[src/rtl/acv_pkg.sv]
// Package of constants for the converter control and readout block
package acv_pkg;
	localparam int RES_W         = 12;
	localparam int WORD_W        = 16;
	localparam int CLK_HZ        = 25_000_000;
	localparam int CONV_NS       = 8000;
	localparam int CONV_CYC      = (CONV_NS * (CLK_HZ / 1_000_000) + 999) / 1000;
	localparam int SCLK_DIV      = 10;
	localparam int FIFO_DEPTH    = 16;
	localparam logic [1:0] FMT_SERIAL_GATED = 2'h0;
	localparam logic [1:0] FMT_SERIAL_CONT  = 2'h1;
	localparam logic [1:0] FMT_PARALLEL     = 2'h2;
	localparam logic [11:0] RESULT_RST      = 12'h000;
	typedef enum logic [2:0]
	{
		ST_IDLE = 3'b001,
		ST_CONV = 3'b010,
		ST_DONE = 3'b100
	} acv_state_t;
endpackage : acv_pkg

[src/rtl/acv_ctrl.sv]
// Converter control, status and result readout logic
`timescale 1ns/1ns
`default_nettype none
// Summary of operation
// - Edge start mode: flag end of conversion
// - Busy holds host waiting during first read
// - Wait only on first byte read
// - Gated clock: serial pins idle between conversions
// - Data valid on first falling serial edge
// - Shift result as sixteen-bit word during conversion
// - Continuous clock: drive frame marker strobe
// - Busy rising edge latches parallel outputs
// - Busy low throughout select-started conversion
// - Edge mode: status low at end, cleared by read
// - Parallel format returns twelve bits at once
module acv_ctrl
	import acv_pkg::*;
#(
	parameter int CONV_CYCLES = CONV_CYC
) (
	// Clock and reset
	input  wire logic                sys_clk,
	input  wire logic                rst_b,
	// Host pins (asynchronous)
	input  wire logic                conversion_trigger_n,
	input  wire logic                chip_select_n,
	input  wire logic                read_n,
	input  wire logic                upper_byte_select,
	// Configuration
	input  wire logic [1:0]          output_format,
	input  wire logic                select_start_mode,
	// Analog core result source
	input  wire logic [RES_W-1:0]    sample_code,
	// Status and parallel outputs
	output logic                     busy_or_eoc_n,
	output logic [RES_W-1:0]         parallel_result_bus,
	// Serial outputs (open drain: drive low when oe high)
	output logic                     serial_clock_oe,
	output logic                     serial_result_line_oe,
	output logic                     serial_frame_marker_n_oe,
	// Buffered results
	output logic                     result_valid,
	input  wire logic                result_ready,
	output logic [RES_W-1:0]         result_data
);
	import acv_pkg::*;
	initial
	begin
		if (CONV_CYCLES < WORD_W * SCLK_DIV)
			$error("Conversion too short for serial word");
	end
	typedef struct packed
	{
		logic [2:0]         sy_trig;
		logic [2:0]         sy_cs;
		logic [2:0]         sy_rd;
		logic [1:0]         sy_hb;
		acv_state_t         state;
		logic [15:0]        cnt;
		logic [3:0]         div;
		logic [4:0]         bitn;
		logic [WORD_W-1:0]  shreg;
		logic [RES_W-1:0]   result;
		logic               stat_n;
		logic [RES_W-1:0]   pbus;
		logic               first_done;
		logic               sclk;
		logic               sdat;
		logic               sfrm;
		logic               push;
	} acv_st_t;
	acv_st_t st_ff;
	acv_st_t nxt_st;
	logic    trig_fall;
	logic    cs_fall;
	logic    rd_act;
	logic    rdcs_fall;
	logic    fifo_ready;
	logic    serial_fmt;
	assign trig_fall  = st_ff.sy_trig[2] && !st_ff.sy_trig[1];
	assign cs_fall    = st_ff.sy_cs[2] && !st_ff.sy_cs[1];
	assign rd_act     = !st_ff.sy_cs[1] && !st_ff.sy_rd[1];
	assign rdcs_fall  = rd_act && !(!st_ff.sy_cs[2] && !st_ff.sy_rd[2]);
	assign serial_fmt = output_format != FMT_PARALLEL;
	always_comb
	begin
		nxt_st         = st_ff;
		nxt_st.sy_trig = {st_ff.sy_trig[1:0], conversion_trigger_n};
		nxt_st.sy_cs   = {st_ff.sy_cs[1:0], chip_select_n};
		nxt_st.sy_rd   = {st_ff.sy_rd[1:0], read_n};
		nxt_st.sy_hb   = {st_ff.sy_hb[0], upper_byte_select};
		nxt_st.push    = 1'b0;
		unique case (st_ff.state)
			ST_IDLE:
			begin
				// Select start needs upper byte select low, as on the pin
				if ((!select_start_mode && trig_fall)
					|| (select_start_mode && cs_fall && !st_ff.sy_hb[1]))
				begin
					nxt_st.state  = ST_CONV;
					nxt_st.cnt    = '0;
					nxt_st.div    = '0;
					nxt_st.bitn   = '0;
					nxt_st.shreg  = {{(WORD_W-RES_W){1'b0}}, sample_code};
					nxt_st.result = sample_code;
					nxt_st.first_done = 1'b0;
					if (select_start_mode)
						nxt_st.stat_n = 1'b0;
					else
						nxt_st.stat_n = 1'b1;
				end
			end
			ST_CONV:
			begin
				nxt_st.cnt = st_ff.cnt + 16'h0001;
				if (serial_fmt && st_ff.bitn < 5'(WORD_W))
				begin
					nxt_st.div = st_ff.div + 4'h1;
					if (st_ff.div == 4'(SCLK_DIV/2 - 1))
					begin
						// Falling edge with data already stable beforehand
						nxt_st.sclk = 1'b0;
					end
					else if (st_ff.div == 4'(SCLK_DIV - 1))
					begin
						nxt_st.div   = '0;
						nxt_st.sclk  = 1'b1;
						nxt_st.bitn  = st_ff.bitn + 5'h01;
						nxt_st.shreg = {st_ff.shreg[WORD_W-2:0], 1'b0};
					end
					nxt_st.sdat = st_ff.shreg[WORD_W-1];
					nxt_st.sfrm = output_format == FMT_SERIAL_CONT;
				end
				else
				begin
					// Released high unless the clock runs free
					nxt_st.sfrm = 1'b0;
					nxt_st.sclk = output_format != FMT_SERIAL_CONT || st_ff.div[2];
					nxt_st.div  = st_ff.div + 4'h1;
				end
				if (st_ff.cnt == 16'(CONV_CYCLES - 1))
				begin
					nxt_st.state  = ST_DONE;
					nxt_st.stat_n = select_start_mode;
					nxt_st.push   = 1'b1;
					// Busy rises with the result already on the bus
					nxt_st.pbus   = st_ff.result;
					nxt_st.sfrm   = 1'b0;
					nxt_st.sclk   = 1'b1;
					nxt_st.sdat   = 1'b1;
				end
			end
			ST_DONE:
			begin
				if (!select_start_mode && rdcs_fall)
					nxt_st.stat_n = 1'b1;
				if (output_format == FMT_PARALLEL)
					nxt_st.pbus = st_ff.result;
				else if (st_ff.sy_hb[1])
					nxt_st.pbus = {4'h0, 4'h0, st_ff.result[11:8]};
				else
					nxt_st.pbus = {4'h0, st_ff.result[7:0]};
				// Second byte read completes without any wait
				if (rdcs_fall)
					nxt_st.first_done = 1'b1;
				if ((!select_start_mode && trig_fall)
					|| (select_start_mode && cs_fall && st_ff.first_done
						&& !st_ff.sy_hb[1]))
					nxt_st.state = ST_IDLE;
			end
			default:
				nxt_st.state = ST_IDLE;
		endcase
	end
	always_ff @(posedge sys_clk or negedge rst_b)
	begin
		if (!rst_b)
		begin
			st_ff        <= '0;
			st_ff.sy_trig <= 3'h7;
			st_ff.sy_cs  <= 3'h7;
			st_ff.sy_rd  <= 3'h7;
			st_ff.state  <= ST_IDLE;
			st_ff.stat_n <= 1'b1;
			st_ff.sclk   <= 1'b1;
			st_ff.sdat   <= 1'b1;
			st_ff.pbus   <= RESULT_RST;
			st_ff.result <= RESULT_RST;
		end
		else
			st_ff <= nxt_st;
	end
	// Results are also queued; a stalled drain simply drops new results
	acv_fifo #(
		.WIDTH (RES_W),
		.DEPTH (FIFO_DEPTH)
	) u_fifo (
		.sys_clk   (sys_clk),
		.rst_b     (rst_b),
		.in_valid  (st_ff.push),
		.in_ready  (fifo_ready),
		.in_data   (st_ff.pbus),
		.out_valid (result_valid),
		.out_ready (result_ready),
		.out_data  (result_data)
	);
	// Busy with chip select forms the wait for the first read
	assign busy_or_eoc_n            = st_ff.stat_n;
	assign parallel_result_bus      = st_ff.pbus;
	assign serial_clock_oe          = !st_ff.sclk;
	assign serial_result_line_oe    = !st_ff.sdat;
	assign serial_frame_marker_n_oe = st_ff.sfrm;
	a_busy_low_conv: assert property (@(posedge sys_clk) disable iff (!rst_b)
		(st_ff.state == ST_CONV && select_start_mode) |-> !busy_or_eoc_n)
		else $error("busy high during conversion");
	a_eoc_on_done: assert property (@(posedge sys_clk) disable iff (!rst_b)
		($rose(st_ff.state == ST_DONE) && !select_start_mode) |-> !busy_or_eoc_n)
		else $error("end flag not low at completion");
	a_eoc_clear_read: assert property (@(posedge sys_clk) disable iff (!rst_b)
		(st_ff.state == ST_DONE && !select_start_mode && rdcs_fall) |=> busy_or_eoc_n)
		else $error("end flag not cleared by read");
	a_serial_idle: assert property (@(posedge sys_clk) disable iff (!rst_b)
		(st_ff.state == ST_IDLE && output_format == FMT_SERIAL_GATED)
		|-> (!serial_clock_oe && !serial_result_line_oe))
		else $error("serial pins active while idle");
	a_frame_cont: assert property (@(posedge sys_clk) disable iff (!rst_b)
		serial_frame_marker_n_oe |-> st_ff.state == ST_CONV)
		else $error("frame marker outside conversion");
	a_par_word: assert property (@(posedge sys_clk) disable iff (!rst_b)
		$rose(st_ff.state == ST_DONE) |-> parallel_result_bus == st_ff.result)
		else $error("result not on bus when busy rises");
	a_full_word: assert property (@(posedge sys_clk) disable iff (!rst_b)
		(st_ff.state == ST_DONE && output_format == FMT_PARALLEL)
		|=> parallel_result_bus == $past(st_ff.result))
		else $error("parallel read not full word");
	a_conv_len: assert property (@(posedge sys_clk) disable iff (!rst_b)
		$rose(st_ff.state == ST_CONV) |-> (st_ff.state == ST_CONV)[*8])
		else $error("conversion ended too early");
endmodule : acv_ctrl
`default_nettype wire

[src/rtl/acv_fifo.sv]
// Result FIFO with valid/ready on both sides
`timescale 1ns/1ns
`default_nettype none
module acv_fifo #(
	parameter int WIDTH = 12,
	parameter int DEPTH = 16
) (
	// Clock and reset
	input  wire logic             sys_clk,
	input  wire logic             rst_b,
	// Fill side
	input  wire logic             in_valid,
	output logic                  in_ready,
	input  wire logic [WIDTH-1:0] in_data,
	// Drain side
	output logic                  out_valid,
	input  wire logic             out_ready,
	output logic      [WIDTH-1:0] out_data
);
	localparam int AW = $clog2(DEPTH);
	typedef struct packed
	{
		logic [AW:0] wr_ptr;
		logic [AW:0] rd_ptr;
	} acv_fifo_st_t;
	acv_fifo_st_t st_ff;
	acv_fifo_st_t nxt_st;
	logic [WIDTH-1:0] mem [DEPTH];
	logic             push;
	logic             pop;
	initial
	begin
		if (DEPTH < 2 || (1 << AW) != DEPTH)
			$error("FIFO depth must be a power of two");
	end
	assign out_valid = st_ff.wr_ptr != st_ff.rd_ptr;
	assign in_ready  = !((st_ff.wr_ptr[AW] != st_ff.rd_ptr[AW])
		&& (st_ff.wr_ptr[AW-1:0] == st_ff.rd_ptr[AW-1:0]));
	assign out_data  = mem[st_ff.rd_ptr[AW-1:0]];
	assign push      = in_valid && in_ready;
	assign pop       = out_valid && out_ready;
	always_comb
	begin
		nxt_st = st_ff;
		if (push)
			nxt_st.wr_ptr = st_ff.wr_ptr + 1'b1;
		if (pop)
			nxt_st.rd_ptr = st_ff.rd_ptr + 1'b1;
	end
	always_ff @(posedge sys_clk or negedge rst_b)
	begin
		if (!rst_b)
			st_ff <= '0;
		else
			st_ff <= nxt_st;
	end
	always_ff @(posedge sys_clk)
	begin
		if (push)
			mem[st_ff.wr_ptr[AW-1:0]] <= in_data;
	end
endmodule : acv_fifo
`default_nettype wire

[config.mk]
export PLATFORM = sky130hd
export DESIGN_NAME = acv_ctrl
export DESIGN_NICKNAME = d
export VERILOG_FILES = /design/src/rtl/acv_pkg.sv /design/src/rtl/acv_ctrl.sv /design/src/rtl/acv_fifo.sv
export SDC_FILE = /design/constraint.sdc
export NUM_CORES = 1
export LEC_CHECK = 0
export ABC_CLOCK_PERIOD_IN_PS = 2750
export BUFFER_PORTS_ARGS = -buffer_cell sky130_fd_sc_hd__buf_2
export CORE_AREA = 2 2 159 161
export CTS_CLUSTER_SIZE = 28
export DETAILED_ROUTE_END_ITERATION = 16
export DIE_AREA = 0 0 161 163
export HOLD_SLACK_MARGIN = 0.08
export PLACE_DENSITY = 0.74
export SLEW_MARGIN = 20
export SYNTH_ARGS = -nofsm -noshare
export SYNTH_HDL_FRONTEND = slang
export SYNTH_SLANG_ARGS = --single-unit
[constraint.sdc]
create_clock -name sys_clk -period 2.75 [get_ports sys_clk]
set_clock_uncertainty 0.1 [all_clocks]
set_input_delay 0.1375 -clock sys_clk [delete_from_list [all_inputs] [get_ports sys_clk]]
set_output_delay 0.1375 -clock sys_clk [all_outputs]
set_load 0.1 [all_outputs]
# [Word level (Yosys, flattened, before mapping)]
# Memory sizes are Yosys's and may differ from the RTL's.
# Index checks and enable logic that the tools add are counted.
[totals] reg_bits=95 mem_bits_rw=192 inputBits=22 output_inout_bits=29 wordCells=119 mem_count=1
[memory_table] memory="u_fifo.mem" depth=16 word_bits=12 rd=1 rd_ports_with_merged_regs=0 write_ports=1 line="acv_fifo.sv:28" text="logic [WIDTH-1:0] mem [DEPTH];"
[op_classes] add_sub_neg=5 magnitude_cmp=1 eq_ne=22 mux=28 reduce_logical=43
[ops] cell="$pmux W41 S2" count=1
[ops] cell="$mux W57" count=1
[ops] cell="$mux W25" count=2
[ops] cell="$pmux W12 S2" count=1
[ops] cell="$mux W21" count=1
[ops] cell="$ne A2 B2 Y1 const B" count=9
[ops] cell="$add A16 B1 Y16 const B" count=1
[ops] cell="$eq A16 B8 Y1 const B" count=1
[ops] cell="$add A5 B1 Y5 const B" count=3
[ops] cell="$logic_and A1 B1 Y1" count=15
[ops] cell="$mux W13" count=1
[ops] cell="$mux W1" count=12
[ops] cell="$mux W12" count=1
[ops] cell="$logic_not A1 Y1" count=11
[ops] cell="$reduce_and A2 Y1" count=5
[ops] cell="$pmux W3 S3" count=1
[ops] cell="$mux W4" count=2
[ops] cell="$mux W8" count=1
[ops] cell="$reduce_bool A2 Y1" count=4
[ops] cell="$mux W3" count=2
[ops] cell="$reduce_and A3 Y1" count=2
[ops] cell="$lt A5 B5 Y1 const B" count=1
[ops] cell="$ne A5 B5 Y1" count=1
[ops] cell="$reduce_and A5 Y1" count=1
[ops] cell="other kinds (17)" count=19

# [Logic depth before layout (Yosys ltp)]
# Gate-level depths: netlist of run 1.
[logic_depth] word_depth=8 depth_mapped=8 mapped_depth_nobuf=6

# [By module]
# A second synthesis of run 1 with hierarchy kept.
[hier_totals] hier_cells=759 area_unflattened_um2=11795.1
[by_module_without_submodules] module="acv_fifo" n_inst=1 cells_per_inst=376 area_each_um2=7938.9
[by_module_without_submodules] module="acv_ctrl" n_inst=1 cells_per_inst=383 area_each_um2=3856.2

# [Worst setup path before layout of run 1]
# Ideal clock, no wire load.
[synth_timing] kind="flip-flop to output port" from="register u_fifo.st_ff[2] in the netlist's numbering" to="output port result_data[10]" arrival_time_ns=2.945 slack_ns=-0.432 stages_incl_launch_ff=6 n_path_buf=3 path_cell_list="dfrtp_1 > clkbuf_1 > buf_1 > clkbuf_1 > mux2i_1 > a21oi_1"
[synth_between] elab_chain_len=1
[synth_rtl] element="from (decl)" line="acv_fifo.sv:26" text="acv_fifo_st_t st_ff;"
[synth_rtl] element="from (signal assigned)" line="acv_fifo.sv:55" text="st_ff <= nxt_st;"
[synth_rtl] element="$mem_v2 Z16 W12"
[synth_rtl] element="to (decl)" line="acv_ctrl.sv:44" text="output logic [RES_W-1:0] result_data"
# No other way between the ends.

# [Worst setup path in the final report of run 1]
[layout_timing] from="register u_fifo.st_ff[0] in the netlist's numbering" to="output port result_data[10]"
# The elaborated chain is that of the path after synthesis.

==> results of run 1 <==
routing by layer:
| layer | vias to the layer above | global-route usage [%] |
|---|---|---|
| li1 | 3094 | - |
| met1 | 3424 | 27.3 |
| met2 | 201 | 31.9 |
| met3 | 44 | 2.80 |
| met4 | 0 | 6.62 |
| met5 | - | 0 |
critical path, delay by kind of cell, from the launching register on:
kind	cells	cell delay [ps]
AOI/OAI and AO/OA	2	310
muxes	1	510
DFF	1	490
buffers and inverters	2	440
and+or+nand+nor	1	150
registers in the layout, indices dropped and copies added, names as in the netlist:
name                      flops
st_ff                        64
u_fifo.mem                  192
nxt_st                        7
u_fifo.st_ff                 10
busy_or_eoc_n                 1
serial_frame_marker_n_oe      1
parallel_result_bus          12
power by group through the flow:
| stage | Combinational, uW | Clock, uW | Sequential, uW |
|---|---|---|---|
| floorplan | 2260 | 0 | 4970 |
| global placement | 2850 | 0 | 4930 |
| detailed placement | 2860 | 0 | 4940 |
| CTS | 3220 | 3930 | 4870 |
| global route | 3530 | 4110 | 4880 |
| finish | 3360 | 3870 | 4870 |
final timing paths:
kind / from / to / slack [ps] / cells past startpoint
hold / removal: read_n / nxt_st[77] / 130 / 2
setup / recovery: u_fifo.st_ff[0] / result_data[10] / 60 / 6
hold reg to reg: nxt_st[75] / st_ff[75] / 250 / 0
min in group asynchronous: rst_b / st_ff[71] / 570 / 3
max in group asynchronous: rst_b / st_ff[84] / 1610 / 4
setup reg to reg: u_fifo.st_ff[0] / u_fifo.mem[13][8] / 280 / 4
cell families after synthesis:
logic type	share of synthesized area (%)
AOI/OAI and AO/OA	5.56
xor gates and xnor gates	1.62
adders and majority gates	1.05
buffers and inverters	2.81
DFF	68.8
muxes	11.6
and+or+nand+nor	8.59
cell type report:
| cell class | count | area [um2] | share of cell area, % |
|---|---|---|---|
| Clock buffer | 40 | 797 | 5.65 |
| Sequential cell | 287 | 8170 | 57.9 |
| Clock inverter | 11 | 143 | 1.01 |
| Multi-Input combinational cell | 403 | 3490 | 24.8 |
| Inverter | 20 | 75.1 | 0.532 |
| Timing Repair Buffer | 119 | 1020 | 7.25 |
| Tap cell | 330 | 413 | 2.93 |
stage by stage:
step	power (uW)	std cells	util [%]	area (um2)	TNS (ps)
after floorplan	7230	763	-	11900	0
after global placement	7780	1125	51.2	12600	0
after detailed placement	7800	1125	51.2	12600	0
after CTS	12000	1205	56.8	14000	-1.00
after global routing	12500	1210	57.2	14100	-75.5
final	12100	1210	57.2	14100	0
synth_stat cells (all sizes together) (11+ instances only):
library cell,instances,area share (%)
mux4,48,9.1
and3,17,0.90
inv,20,0.63
dfrtp,82,17
dfstp,13,2.9
mux2i,17,1.4
nand2,64,2.0
a211oi,13,0.82
buf,26,1.3
clkbuf,27,0.85
nor2b,17,0.90
nor2,15,0.47
a21oi,20,0.84
nand3,29,1.2
edfxtp,192,49
xnor2,18,1.3
mux2,11,1.0
nand4,11,0.58
o21ai,27,1.1
layout by cell type (no fill, tap or decap), types with 5 or more instances in the layout:
cell type and count:
a21oi_2 12, nor3b_1 5, nand4_1 11, edfxtp_1 192, nand2_1 64, nor3_1 5, nor2_1 15, mux4_2 48
mux2i_1 13, clkbuf_1 8, dfrtp_1 79, o21ai_0 25, nor2b_1 17, a22oi_1 9, dlygate4sd3_1 22, o211ai_1 10
clkinv_2 5, mux2_2 7, a211oi_2 9, buf_6 7, buf_4 43, and3_1 17, inv_1 20, a21oi_1 8
buf_12 8, nand3_1 29, clkbuf_16 29, dfstp_2 13, buf_2 37, ha_1 10, xnor2_1 18
what timing repair did:
action	4_1_cts	5_1_grt
resized for setup	29	13
pin swaps	0	2
hold endpoints to repair	120	0
hold buffers	23	0
buffers inserted	5	5
cloned	1	0
setup endpoints to repair	12	12
==> summary.txt, run 1 <==
Floorplanning
  – Core Area: 0.0247 mm2
  – IO Count: 51
  – Die Area: 0.0262 mm2
  – Die width: 161 um
  – Die Y: 163 um
  – Row cnt: 58
  – Initial core utilization: 48.1%

Setup path
  – Worst EP required: 2510 ps
  – Crit path kind: reg2out
  – Critical path arrival: 2450 ps
  – CP max stage delay: 510 ps
  – Setup crit end kind: output port
  – Setup crit start kind: flop
  – Slowest CP cell: mux4_2
  – Worst-path maximum fanout: 16
  – Crit-path cells: buf_16 -> mux4_2 -> nor2b_1 -> a211oi_2 -> a21oi_2 -> buf_4

Timing
  – Max Fclk: 372 MHz
  – Worst Tran Pin Value: 960 ps
  – Final setup fails: 0
  – Relative slew slack: 36.0%
  – Fin crit period: 2690 ps
  – Final worst-path cycle share: 97.9%
  – Unrepaired setup endpoints after global routing: true
  – Final Max Slew Viols: 0
  – Final WS setup: 59.1 ps
  – Final Hold Fails: 0
  – Final hold slack: 135 ps

Logic synthesis
  – FF+latch count, synth: 287
  – Synth cell types: 59
  – Synthesized Nets: 795
  – Post-synthesis sequential area ratio: 68.8%
  – Syn Area/Cell: 15.5 um2
  – Number of synthesized flops with an enable pin: 192
  – Number of synthesis warnings: 0
  – Top_reg_cell synth: edfxtp_1
  – Post-Syn Instances: 763
  – Syn Std Cell Area: 0.0119 mm2
  – Async SR Flop Fraction: 33.1%

Routing
  – Vias: 6763
  – Vias per cell: 5.59
  – Final wirelength: 25000 um
  – Met1 wire length: 10900 um
  – Residual DRC: 0
  – Detail Route met2 WL: 12100 um
  – Wire per inst: 20.7 um
  – Pre-Repair DR Iteration Count: 4
  – Drt first-iter violations: 558
  – Met3 WL: 1230 um
  – Final ANT Viol Nets: 0
  – Top sig layer: met4

Clock network
  – Clock buffer count from CTS: 29
  – TritonCTS clock tree: yes
  – Clock transition at the registers of the reported paths: 50 ps
  – H-Tree Depth: 1
  – Clock Tree Buf Depth: 3
  – TritonCTS Sinks: 287
  – Clock latency on the worst-skew pair: 560 ps
  – Root Driver: clkbuf_16

Place
  – GP Congestion: 0.806
  – Pre-CTS setup slack: 333 ps
  – # port buffers: 50
  – Post-DP HPWL: 14800 um

Finish
  – Filler cell count: 1895
  – # nets final: 892
  – Synthesis-to-layout area growth: 18.9%
  – Share of layout cells above drive strength 1: 27.5%
  – N_diodes: 0

Power
  – VDD IR max: 1.04 mV
  – Pwr Density: 857 mW/mm2
  – Sw frac: 31.9%
  – Logic pwr share: 27.7%
  – LEAKAGE: 0.00548 uW
  – Cell Int Power: 8230 uW
  – Share of power burned in the clock network: 32.0%
  – Sequential share of power: 40.3%
  – Switching power: 3860 uW

GRT
  – GR Util All Layers: 19.5%
  – Vias in the first global route: 6891
  – Largest net degree at the start of global routing: 62
  – First-pass GRT wire length: 39300 um
  – Initial antenna violation count: 0
  – Total gr overflow: 0

Outcome
  – Outcome: completed

Worst hold path
  – Hold Crit Class: in2reg

Run
  – Max-cap check violation count: 0
Power figures use the tool's default switching activity.
==> run 2: changes to the inputs <==
- MAX_ROUTING_LAYER: unset -> met4
==> summary.txt, run 2 (synthesis results as in run 1) <==
Outcome
  – Outcome: completed

Clock network
  – Root Driver: clkbuf_16
  – TritonCTS Sinks: 287 (unchanged)
  – TritonCTS clock tree: yes
  – Clock transition at the registers of the reported paths: 50 ps (about the same)
  – Clock latency on the worst-skew pair: 550 ps (about the same)
  – Clock Tree Buf Depth: 3 (unchanged)
  – Clock buffer count from CTS: 29 (unchanged)
  – H-Tree Depth: 1 (unchanged)

Floorplanning
  – Die Y: 163 um (unchanged)
  – Row cnt: 58 (unchanged)
  – IO Count: 51 (unchanged)
  – Die width: 161 um (unchanged)
  – Die Area: 0.0262 mm2 (unchanged)
  – Core Area: 0.0247 mm2 (unchanged)
  – Initial core utilization: 48.1% (unchanged)

Setup path
  – Crit-path cells: buf_16 -> mux4_2 -> nor2b_1 -> a211oi_1 -> a21oi_2 -> buf_6
  – Reg2Reg Setup Slack: 280 ps (about the same)
  – Dominant delay contributor by cell family on the critical path: flip-flops
  – Critical path arrival: 2460 ps (about the same)
  – Setup crit start kind: flop
  – Reg2Reg Depth: 4 (unchanged)
  – Worst R2R End: u_fifo.mem[13][8]
  – Worst-path maximum fanout: 16 (unchanged)
  – Crit path kind: reg2out
  – Setup crit end kind: output port
  – Worst EP required: 2510 ps (about the same)
  – Slowest CP cell: dfrtp_4
  – Worst Setup EP: result_data[6]
  – First element of the critical path: u_fifo.st_ff[0]
  – RR Startpoint: u_fifo.st_ff[0]
  – Buffers & Inverters on Critical Path: 2 (unchanged)
  – Levels on crit path: 6 (unchanged)
  – CP max stage delay: 490 ps (-20 ps)

Timing
  – Fin crit period: 2690 ps (+2.31 ps)
  – Final WS setup: 56.8 ps (-2.31 ps)
  – Final Hold Fails: 0 (unchanged)
  – Unrepaired setup endpoints after global routing: true
  – Final setup fails: 0 (unchanged)
  – Final Max Slew Viols: 0 (unchanged)
  – Post-route setup TNS: 0 ps (unchanged)
  – Worst Tran Pin Value: 953 ps (-6.74 ps)
  – Relative slew slack: 36.4% (+0.45 points)
  – Max Fclk: 371 MHz (about the same)
  – Final worst-path cycle share: 97.9% (about the same)

Power
  – Logic pwr share: 27.8% (about the same)
  – Sequential share of power: 40.2% (about the same)
  – Share of power burned in the clock network: 32.0% (about the same)
  – LEAKAGE: 0.00548 uW (about the same)
  – Cell Int Power: 8230 uW (unchanged)
  – VDD IR max: 1.04 mV (about the same)
  – Switching power: 3860 uW (about the same)
  – Pwr Density: 857 mW/mm2 (about the same)
  – Sw frac: 31.9% (about the same)

Run
  – Max-cap check violation count: 0 (unchanged)

Finish
  – Synthesis-to-layout area growth: 19.0% (about the same)
  – Multi-input logic area: 0.00349 mm2 (unchanged)
  – Largest register FFs: 192 (unchanged)
  – # nets final: 892 (unchanged)
  – Most frequent cells in the layout: edfxtp_1, dfrtp_1, nand2_1
  – Share of layout cells above drive strength 1: 27.5% (unchanged)
  – Filler cell count: 1895 (unchanged)
  – Storage cell area: 0.00817 mm2 (unchanged)
  – Most common cell after layout, fill and taps aside: edfxtp_1

Worst hold path
  – Hold Crit Class: in2reg

Place
  – GP Congestion: 0.817 (+1.5%)
  – # port buffers: 50 (unchanged)
  – Post-DP HPWL: 14800 um (unchanged)
  – Pre-CTS setup slack: 333 ps (unchanged)

Routing
  – Wire per inst: 20.7 um (about the same)
  – Final wirelength: 25100 um (+0.15%)
  – Residual DRC: 0 (unchanged)
  – Vias: 6817 (+0.80%)
  – Final ANT Viol Nets: 0 (unchanged)
  – Pre-Repair DR Iteration Count: 5 (+1)
  – Drt first-iter violations: 659 (+18%)
  – Vias per cell: 5.63 (+0.72%)

GRT
  – Initial antenna violation count: 0 (unchanged)
  – GR Util All Layers: 20.1% (+0.62 points)
  – Total gr overflow: 0 (unchanged)
  – Vias in the first global route: 6880 (-0.16%)
  – First-pass GRT wire length: 39300 um (about the same)
  – Largest net degree at the start of global routing: 62 (unchanged)
## run 2: cell count changes in the layout (fill, tap and decap cells not counted), sizes merged
cell   previous run  this run
diode             0         1
## run 2: per-layer routing
metal	track usage, %	vias up	part of all wire [%]
li1	-	3096	-
met4	6.62	0	3.2
met5	-	-	0
met1	27.4	3460	44
met3	2.75	45	5.0
met2	31.9	216	48
## run 2: power by group through the flow
stage / logic (uW) / clock network (uW) / registers (uW)
after floorplan: 2260 / 0 / 4970
after global placement: 2850 / 0 / 4930
after detailed placement: 2860 / 0 / 4940
after CTS: 3220 / 3930 / 4870
after global routing: 3530 / 4120 / 4880
final: 3360 / 3870 / 4870
## run 2: final cells by class
class,instances,area share (%)
Clock buffer,40,5.65
Multi-Input combinational cell,403,24.8
Antenna cell,1,0.0177
Clock inverter,11,1.01
Sequential cell,287,57.9
Inverter,20,0.532
Tap cell,330,2.93
Timing Repair Buffer,119,7.24
## run 2: timing repair
item | CTS | global route
endpoints found under the setup margin | 12 | 12
setup buffers | 5 | 5
gates cloned | 1 | 0
hold buffers | 23 | 0
gates resized for setup | 29 | 13
pin swaps | 0 | 2
endpoints found under the hold margin | 120 | 0
## run 2: worst min path at each step
stage                       from          to  slack [ps]  depth (start not counted)
4_1_cts        upper_byte_select  nxt_st[75]         120                          2
5_1_grt        upper_byte_select  nxt_st[75]         130                          2
6_report                  read_n  nxt_st[77]         140                          2
3_5_place_dp               rst_b   st_ff[36]          30                          1
3_3_place_gp               rst_b   st_ff[36]          30                          1
2_1_floorplan              rst_b  nxt_st[75]        -260                          0
## run 2: worst reg2reg max path, cell delays in order (launching register included)
cell	delay, ps
dfrtp_4	530
xnor2_1	150
nand4_1	160
o21a_1	310
and3_1	840
## run 2: metrics by stage
step	hold slack [ps]	total power [uW]	util (%)	std cells	instance area, um2
finish	135	12100	57.2	1211	14100
global route	127	12500	57.2	1210	14100
CTS	117	12000	56.8	1205	14000
detailed placement	27.8	7800	51.2	1125	12600
global placement	25.3	7780	51.2	1125	12600
floorplan	-258	7230	-	763	11900
